## config.mk

```make
export PLATFORM = sky130hd
export DESIGN_NAME = afe_cfg_regs
export DESIGN_NICKNAME = d
export VERILOG_FILES = /design/src/design/afe_pkg.sv /design/src/design/afe_cfg_regs.sv /design/src/design/afe_duty_seq.sv /design/src/design/afe_wb_slave.sv
export VERILOG_INCLUDE_DIRS = /design/src /design/src/design
export SDC_FILE = /design/constraint.sdc
export NUM_CORES = 1
export LEC_CHECK = 0
export ABC_AREA = 1
export BUFFER_PORTS_ARGS = -buffer_cell sky130_fd_sc_hd__buf_2
export CAP_MARGIN = 20
export CORE_ASPECT_RATIO = 0.5
export CORE_MARGIN = 5
export CORE_UTILIZATION = 45
export CTS_CLUSTER_DIAMETER = 60
export CTS_CLUSTER_SIZE = 20
export DETAILED_ROUTE_END_ITERATION = 8
export PLACE_DENSITY = 0.69
export SYNTH_ARGS = -nofsm -noshare
export SYNTH_HDL_FRONTEND = slang
export SYNTH_SLANG_ARGS = --single-unit
```

## constraint.sdc

```tcl
create_clock -name clk_i -period 2.8 [get_ports clk_i]
set_input_delay 0.28 -clock clk_i [delete_from_list [all_inputs] [get_ports clk_i]]
set_output_delay 0.28 -clock clk_i [all_outputs]
set_load 0.03 [all_outputs]
```

## src/design/afe_cfg.svh

```systemverilog
`ifndef AFE_CFG_SVH
`define AFE_CFG_SVH

// register indices, byte address is four times the index
`define AFE_IDX_SYS 3'h0
`define AFE_IDX_INPUT 3'h1
`define AFE_IDX_GAIN 3'h2
`define AFE_IDX_SPARE 3'h3
`define AFE_IDX_SHIFT 3'h4
`define AFE_IDX_REF 3'h5
`define AFE_IDX_STATUS 3'h6
`define AFE_NREG 6

// reset values
`define AFE_RST_SYS 8'h00
`define AFE_RST_INPUT 8'h00
`define AFE_RST_GAIN 8'h00
`define AFE_RST_SPARE 8'h00
`define AFE_RST_SHIFT 8'h00
`define AFE_RST_REF 8'h40

// system_config fields
`define AFE_MSEL_HI 7
`define AFE_MSEL_LO 6
`define AFE_WMODE_HI 5
`define AFE_WMODE_LO 4
`define AFE_VREF_BIT 3
`define AFE_CONV_BIT 2
`define AFE_REGU_BIT 1

// input_config fields
`define AFE_BOOST_BIT 7
`define AFE_SRATE_BIT 6
`define AFE_NEG_HI 5
`define AFE_NEG_LO 3
`define AFE_POS_HI 2
`define AFE_POS_LO 0

// gain_rate_config fields
`define AFE_ORATE_HI 7
`define AFE_ORATE_LO 5
`define AFE_BYPASS_BIT 4
`define AFE_AGAIN_HI 3
`define AFE_AGAIN_LO 2
`define AFE_MGAIN_HI 1
`define AFE_MGAIN_LO 0

// level shift and reference fields
`define AFE_LSHIFT_BIT 2
`define AFE_REFSEL_HI 3
`define AFE_REFSEL_LO 2

// mode codes
`define AFE_MSEL_SUPPLY 2'h2
`define AFE_MSEL_MANUAL 2'h0
`define AFE_WMODE_FREE 2'h3
`define AFE_WMODE_DUTY 2'h2
`define AFE_WMODE_HIPERF 2'h1
`define AFE_WMODE_COMMON 2'h0

// forced values
`define AFE_SUP_INSEL 3'h4
`define AFE_SUP_REFSEL 2'h2
`define AFE_DUTY_ORATE 3'h6

// timing
`define AFE_CLK_HZ 100000000
`define AFE_DUTY_RATE_HZ 640
`define AFE_DUTY_ON_US 200

`endif

```

## src/design/afe_pkg.sv

```systemverilog
package afe_pkg;

  typedef struct packed {
    logic vref_enable;
    logic converter_enable;
    logic regulator_enable;
    logic modulator_current_boost;
    logic sample_rate_select;
    logic [2:0] neg_input_select;
    logic [2:0] pos_input_select;
    logic [2:0] output_rate_select;
    logic buffer_bypass;
    logic [1:0] amp_gain;
    logic [1:0] modulator_gain;
    logic level_shift_enable;
    logic [1:0] reference_select;
  } afe_analog_t;

  typedef struct packed {
    logic hit;
    logic wr;
    logic [2:0] idx;
    logic [7:0] wdata;
  } afe_req_t;

  typedef enum logic [1:0] {AFE_DC_IDLE, AFE_DC_ON, AFE_DC_OFF} afe_dc_state_t;

endpackage : afe_pkg

```

## src/design/afe_cfg_regs.sv

```systemverilog
// Operation
// - three config registers at 0x00-0x02, read/write
// - measurement_select: 10 supply, 00 manual
// - supply mode forces listed effective settings
// - work_mode applies only in manual, 11 free
// - duty mode: 640Hz, forced bits, own power control
// - high-performance forces rate 1, bypass 0, boost 1
// - common mode forces rate 0, bypass 1, boost 0
// - system bit 3 enables voltage reference
// - system bit 2 enables converter
// - system bit 1 enables regulator, bit 0 spare
// - input bit 7 doubles modulator current
// - input bit 6 selects 662.22 or 331.11 kHz
// - input bits 5:3 select negative input
// - input bits 2:0 select positive input
// - gain/rate bits 7:5 select output rate
// - gain/rate bit 4 bypasses input buffer
// - gain/rate bits 3:2 set amplifier gain
// - gain/rate bits 1:0 set modulator gain
// - register 0x03 is plain spare storage
// - level_shift_enable kept in separate register
// - reference_select kept in separate register
//
// The Wishbone interface to the registers was chosen for this implementation.
`timescale 1ns/1ps
`include "afe_cfg.svh"

module afe_cfg_regs
  import afe_pkg::*;
#(
  parameter int unsigned DUTY_PERIOD_CYC = `AFE_CLK_HZ / `AFE_DUTY_RATE_HZ,
  parameter int unsigned DUTY_ON_CYC = (`AFE_CLK_HZ / 1000000) * `AFE_DUTY_ON_US
) (
  // clock and reset
  input wire logic clk_i,
  input wire logic rst_i,
  // wishbone slave
  input wire logic wb_cyc_i,
  input wire logic wb_stb_i,
  input wire logic wb_we_i,
  input wire logic [7:0] wb_adr_i,
  input wire logic [3:0] wb_sel_i,
  input wire logic [31:0] wb_dat_i,
  output logic [31:0] wb_dat_o,
  output logic wb_ack_o,
  // effective analog settings
  output afe_analog_t analog_o
);

  localparam logic [7:0] RST_VAL [0:`AFE_NREG-1] = '{
    `AFE_RST_SYS, `AFE_RST_INPUT, `AFE_RST_GAIN,
    `AFE_RST_SPARE, `AFE_RST_SHIFT, `AFE_RST_REF
  };

  afe_req_t req;
  logic [7:0] cfg_reg [0:`AFE_NREG-1];
  logic [7:0] rdata;
  logic [7:0] status;
  logic [1:0] msel;
  logic [1:0] wmode;
  logic supply_mode;
  logic duty_mode;
  logic duty_power;
  afe_analog_t analog_next;

  afe_wb_slave u_bus (
    .clk_i(clk_i),
    .rst_i(rst_i),
    .wb_cyc_i(wb_cyc_i),
    .wb_stb_i(wb_stb_i),
    .wb_we_i(wb_we_i),
    .wb_adr_i(wb_adr_i),
    .wb_sel_i(wb_sel_i),
    .wb_dat_i(wb_dat_i),
    .wb_dat_o(wb_dat_o),
    .wb_ack_o(wb_ack_o),
    .req_o(req),
    .rdata_i(rdata)
  );

  // plain storage, stored bits never see the mode overrides
  generate
    for (genvar g = 0; g < `AFE_NREG; g++) begin : g_store
      always_ff @(posedge clk_i) begin
        if (rst_i) begin
          cfg_reg[g] <= RST_VAL[g];
        end else if (req.wr && (req.idx == 3'(g))) begin
          cfg_reg[g] <= req.wdata;
        end
      end
    end
  endgenerate

  assign msel = cfg_reg[`AFE_IDX_SYS][`AFE_MSEL_HI:`AFE_MSEL_LO];
  assign wmode = cfg_reg[`AFE_IDX_SYS][`AFE_WMODE_HI:`AFE_WMODE_LO];
  assign supply_mode = (msel == `AFE_MSEL_SUPPLY);
  assign duty_mode = (msel == `AFE_MSEL_MANUAL) && (wmode == `AFE_WMODE_DUTY);

  afe_duty_seq #(
    .PERIOD_CYC(DUTY_PERIOD_CYC),
    .ON_CYC(DUTY_ON_CYC)
  ) u_duty (
    .clk_i(clk_i),
    .rst_i(rst_i),
    .run_i(duty_mode),
    .power_o(duty_power)
  );

  assign status = {5'h0, duty_mode, supply_mode, duty_power};

  // readback, bits 0 and the spare register are plain storage
  always_comb begin
    rdata = 8'h00;
    if (!req.hit) begin
      rdata = 8'h00;
    end else if (req.idx == `AFE_IDX_STATUS) begin
      rdata = status;
    end else if (req.idx < 3'(`AFE_NREG)) begin
      rdata = cfg_reg[req.idx];
    end
  end

  always_comb begin
    analog_next.vref_enable = cfg_reg[`AFE_IDX_SYS][`AFE_VREF_BIT];
    analog_next.converter_enable = cfg_reg[`AFE_IDX_SYS][`AFE_CONV_BIT];
    analog_next.regulator_enable = cfg_reg[`AFE_IDX_SYS][`AFE_REGU_BIT];
    analog_next.modulator_current_boost = cfg_reg[`AFE_IDX_INPUT][`AFE_BOOST_BIT];
    analog_next.sample_rate_select = cfg_reg[`AFE_IDX_INPUT][`AFE_SRATE_BIT];
    analog_next.neg_input_select = cfg_reg[`AFE_IDX_INPUT][`AFE_NEG_HI:`AFE_NEG_LO];
    analog_next.pos_input_select = cfg_reg[`AFE_IDX_INPUT][`AFE_POS_HI:`AFE_POS_LO];
    analog_next.output_rate_select = cfg_reg[`AFE_IDX_GAIN][`AFE_ORATE_HI:`AFE_ORATE_LO];
    analog_next.buffer_bypass = cfg_reg[`AFE_IDX_GAIN][`AFE_BYPASS_BIT];
    analog_next.amp_gain = cfg_reg[`AFE_IDX_GAIN][`AFE_AGAIN_HI:`AFE_AGAIN_LO];
    analog_next.modulator_gain = cfg_reg[`AFE_IDX_GAIN][`AFE_MGAIN_HI:`AFE_MGAIN_LO];
    analog_next.level_shift_enable = cfg_reg[`AFE_IDX_SHIFT][`AFE_LSHIFT_BIT];
    analog_next.reference_select = cfg_reg[`AFE_IDX_REF][`AFE_REFSEL_HI:`AFE_REFSEL_LO];
    if (supply_mode) begin
      analog_next.vref_enable = 1'b1;
      analog_next.pos_input_select = `AFE_SUP_INSEL;
      analog_next.neg_input_select = `AFE_SUP_INSEL;
      analog_next.level_shift_enable = 1'b0;
      analog_next.amp_gain = 2'h0;
      analog_next.buffer_bypass = 1'b0;
      analog_next.modulator_gain = 2'h0;
      analog_next.reference_select = `AFE_SUP_REFSEL;
      analog_next.sample_rate_select = 1'b0;
      analog_next.modulator_current_boost = 1'b0;
    end else if (msel == `AFE_MSEL_MANUAL) begin
      case (wmode)
        `AFE_WMODE_DUTY: begin
          analog_next.output_rate_select = `AFE_DUTY_ORATE;
          analog_next.sample_rate_select = 1'b0;
          analog_next.buffer_bypass = 1'b0;
          analog_next.modulator_current_boost = 1'b0;
          analog_next.converter_enable = duty_power;
          analog_next.regulator_enable = duty_power;
        end
        `AFE_WMODE_HIPERF: begin
          analog_next.sample_rate_select = 1'b1;
          analog_next.buffer_bypass = 1'b0;
          analog_next.modulator_current_boost = 1'b1;
        end
        `AFE_WMODE_COMMON: begin
          analog_next.sample_rate_select = 1'b0;
          analog_next.buffer_bypass = 1'b1;
          analog_next.modulator_current_boost = 1'b0;
        end
        default: begin
          analog_next.sample_rate_select = analog_next.sample_rate_select;
        end
      endcase
    end
  end

  always_ff @(posedge clk_i) begin
    if (rst_i) begin
      analog_o <= '0;
    end else begin
      analog_o <= analog_next;
    end
  end
endmodule : afe_cfg_regs

```

## src/design/afe_duty_seq.sv

```systemverilog
`timescale 1ns/1ps

module afe_duty_seq
  import afe_pkg::*;
#(
  parameter int unsigned PERIOD_CYC = 156250,
  parameter int unsigned ON_CYC = 20000
) (
  // clock and reset
  input wire logic clk_i,
  input wire logic rst_i,
  // control
  input wire logic run_i,
  output logic power_o
);

  afe_dc_state_t state_reg;
  logic [31:0] cnt_reg;

  // counter restarts each period and runs on through both phases; run low parks the sequencer off
  always_ff @(posedge clk_i) begin
    if (rst_i || !run_i) begin
      state_reg <= AFE_DC_IDLE;
      cnt_reg <= 32'h0;
    end else begin
      case (state_reg)
        AFE_DC_IDLE: begin
          state_reg <= AFE_DC_ON;
          cnt_reg <= 32'h0;
        end
        AFE_DC_ON: begin
          if (cnt_reg == ON_CYC - 1) begin
            state_reg <= AFE_DC_OFF;
          end
          cnt_reg <= cnt_reg + 32'h1;
        end
        AFE_DC_OFF: begin
          if (cnt_reg == PERIOD_CYC - 1) begin
            state_reg <= AFE_DC_ON;
            cnt_reg <= 32'h0;
          end else begin
            cnt_reg <= cnt_reg + 32'h1;
          end
        end
        default: begin
          state_reg <= AFE_DC_IDLE;
        end
      endcase
    end
  end

  assign power_o = (state_reg == AFE_DC_ON);

endmodule : afe_duty_seq

```

## src/design/afe_wb_slave.sv

```systemverilog
`timescale 1ns/1ps
`include "afe_cfg.svh"

module afe_wb_slave
  import afe_pkg::*;
(
  // clock and reset
  input wire logic clk_i,
  input wire logic rst_i,
  // wishbone
  input wire logic wb_cyc_i,
  input wire logic wb_stb_i,
  input wire logic wb_we_i,
  input wire logic [7:0] wb_adr_i,
  input wire logic [3:0] wb_sel_i,
  input wire logic [31:0] wb_dat_i,
  output logic [31:0] wb_dat_o,
  output logic wb_ack_o,
  // register side
  output afe_req_t req_o,
  input wire logic [7:0] rdata_i
);

  logic req_live;

  // ack one cycle after the request, dropped the cycle after
  assign req_live = wb_cyc_i && wb_stb_i && !wb_ack_o;

  always_comb begin
    req_o.idx = wb_adr_i[4:2];
    req_o.hit = (wb_adr_i[7:5] == 3'h0) && (wb_adr_i[1:0] == 2'h0);
    req_o.wr = req_live && wb_we_i && wb_sel_i[0] && req_o.hit;
    req_o.wdata = wb_dat_i[7:0];
  end

  always_ff @(posedge clk_i) begin
    if (rst_i) begin
      wb_ack_o <= 1'b0;
    end else begin
      wb_ack_o <= req_live;
    end
  end

  // unmapped reads return zero
  always_ff @(posedge clk_i) begin
    if (rst_i) begin
      wb_dat_o <= 32'h0;
    end else if (req_live && !wb_we_i) begin
      wb_dat_o <= {24'h0, rdata_i};
    end
  end

endmodule : afe_wb_slave

```

==> metrics.txt <==
status=finished clean; EDFF count, synth=48; diode count=0; fin nets=between 800 and 900; Synth Register Bits=113; RSZ-0062 raised after global routing=no; Max Cap Viol=0; area leader, netlist=edfxtp_1; H-tree level count=4; clock slew at reported path FFs=0.05 ns; max FFs per register=48; Most used DFF post-synth=dfxtp_1; worst skew pair latency=approximately 0.41 ns; area of the mapped netlist=slightly below 6000 um^2; Area contributors post-synth=edfxtp_1, dfxtp_1, nand2_1, nor2_1, inv_1; clk_skew=0.00758 ns; core area=around 13000 um^2; Critical Path Sink Type=flop; Worst-Margin Slew=0.769 ns; die area=15700 um^2; Critical Setup Path Class=flop to flop; gr usage total=19.1%; post-DP HPWL=10500 um; Initial Util=between 40% and 50%; post_cts resized=0; row count=29; gpl congestion=slightly above 0.9; HP Class=primary input to flop; overall routed net length=14400 um; vias in the first global route=4821; worst path arrival time=2.68 ns; sequential-to-total area share from yosys stat=46.4%; Mapped Avg Cell Area=roughly 7.6 um^2; part of the cycle the worst path needs=82.9%; TritonCTS clock tree=built; CTS Hold Buffers Added=0; Layout area overhead=14.9%; Final ANT Viol Nets=0; P_leak=0.00285 uW; post-synthesis cell count=774; Worst VDD drop=0.000395 V; most common cell after layout, fill and taps aside=nand2_1; # placed instances=982; setup TNS=0 ns; relative slew slack=48.5%; commonest non-fill, non-tap cells in the layout=nand2_1, nor2_1, inv_1; DRC viols=0; die outline height=91.0 um; Synth Warn #=0; initial antenna violation count=0; clk root buf=clkbuf_16; Finished Layout Cells=between 1000 and 1500; Setup Fix Bufs, Post-CTS=0; Initial DRC Count=371; Final Max Tran Viols=0; Final min period=~2.3 ns; Max Freq=431 MHz; CTS Sinks=113; first-pass GRT wire length=between 20000 and 25000 um; Die X=between 150 and 200 um; largest net degree at the start of global routing=21; Clock Path Buffers=2; first-pass iteration count of the detailed router=5; TritonCTS Buffers=17; io pins=104; routed length per instance=14.2 um; vias=about 5100; Critical Path Fanout Max=20; Pwr Density=603 nW/um^2; Worst setup SP type=flop; asr flop ratio synth=0%; Final Hold Vio Count=0; Via density=around 5.0; Synth cell types=41; share of cells above drive strength 1=15.4%; # setup viols final=0; Critical Path RT=3.16 ns; gr ovfl total=0; IO buf count=52; Yosys top cell area share=24.4%
## worst max-delay path, cell delays in order, from the launching register on
cell and delay [ns]:
dfxtp_1 0.40, inv_1 0.10, ha_1 0.30, inv_1 0.04
nor2_1 0.58, nand2_2 0.49, nor2_4 0.24, nand2_1 0.07
nand2_1 0.05
## layout make-up
class	instances	area (um^2)
inverters	94	354
multi-input cells	548	2620
clock inverters	14	139
flip-flops and latches	113	2740
repair buffers	57	298
well taps	170	213
clock buffers	18	429
fillers	1210	5980
## worst paths after layout
path                             from  depth (start not counted)            endpoint  slack [ns]
setup / recovery  u_duty.state_reg[0]                          8  u_duty.cnt_reg[23]        0.48
hold / removal            wb_dat_i[6]                          2       cfg_reg[5][6]        0.16
setup reg to reg  u_duty.state_reg[0]                          8  u_duty.cnt_reg[23]        0.48
hold reg to reg     u_bus.wb_dat_o[5]                          2   u_bus.wb_dat_o[5]        0.46
## metal layers
| layer | vias up | GRT usage [%] | part of all wire (%) |
|---|---|---|---|
| met1 | 2292 | 24.6 | 43 |
| met2 | 176 | 31.3 | 48 |
| met5 | - | 0 | 0 |
| li1 | 2559 | - | - |
| met3 | 30 | 4.60 | 6.6 |
| met4 | 0 | 7.06 | 2.2 |
## cell usage after synthesis (6+ instances only)
library cell  number
nand2_1          188
nor2_1           124
inv_1             85
dfxtp_1           65
nand3_1           57
edfxtp_1          48
a21oi_1           33
buf_4             29
o21ai_0           23
nand4_1           15
o22ai_1           11
nand2_2           10
xor2_1            10
nor2_2             8
nor2_4             8
buf_2              7
ha_1               7
inv_2              7
o21ai_1            6
## stage by stage
step | setup slack (ns) | power (uW) | util (%) | instance area (um^2) | hold slack [ns]
CTS | 0.480 | 4110 | 53.2 | 6790 | 0.139
global placement | 0.549 | 2040 | 48.7 | 6220 | 0.451
detailed placement | 0.478 | 2050 | 48.7 | 6220 | 0.453
floorplan | 0.698 | 2000 | - | 6000 | 0.443
global route | 0.241 | 4230 | 53.2 | 6790 | 0.143
finish | 0.480 | 4090 | 53.2 | 6790 | 0.161
## logic make-up (layout without fill, tap and decap cells)
| kind of cell | count (synthesis) | after routing | synth area share [%] |
|---|---|---|---|
| compound gates | 79 | 79 | 7.20 |
| xor+xnor | 11 | 11 | 1.63 |
| fa+ha+maj | 7 | 7 | 1.48 |
| buf+inv | 136 | 183 | 10.8 |
| flops | 113 | 113 | 46.4 |
| other cells | 1 | 24 | 0.0635 |
| simple gates | 427 | 427 | 32.4 |
## report_power, final
part	leakage (uW)	total, uW	internal (uW)	switching (uW)
sequential	0.00101	1770	1760	14.4
combinational	0.00157	245	51.3	194
clock	0.000268	2080	1300	774
Power figures use the tool's default switching activity.
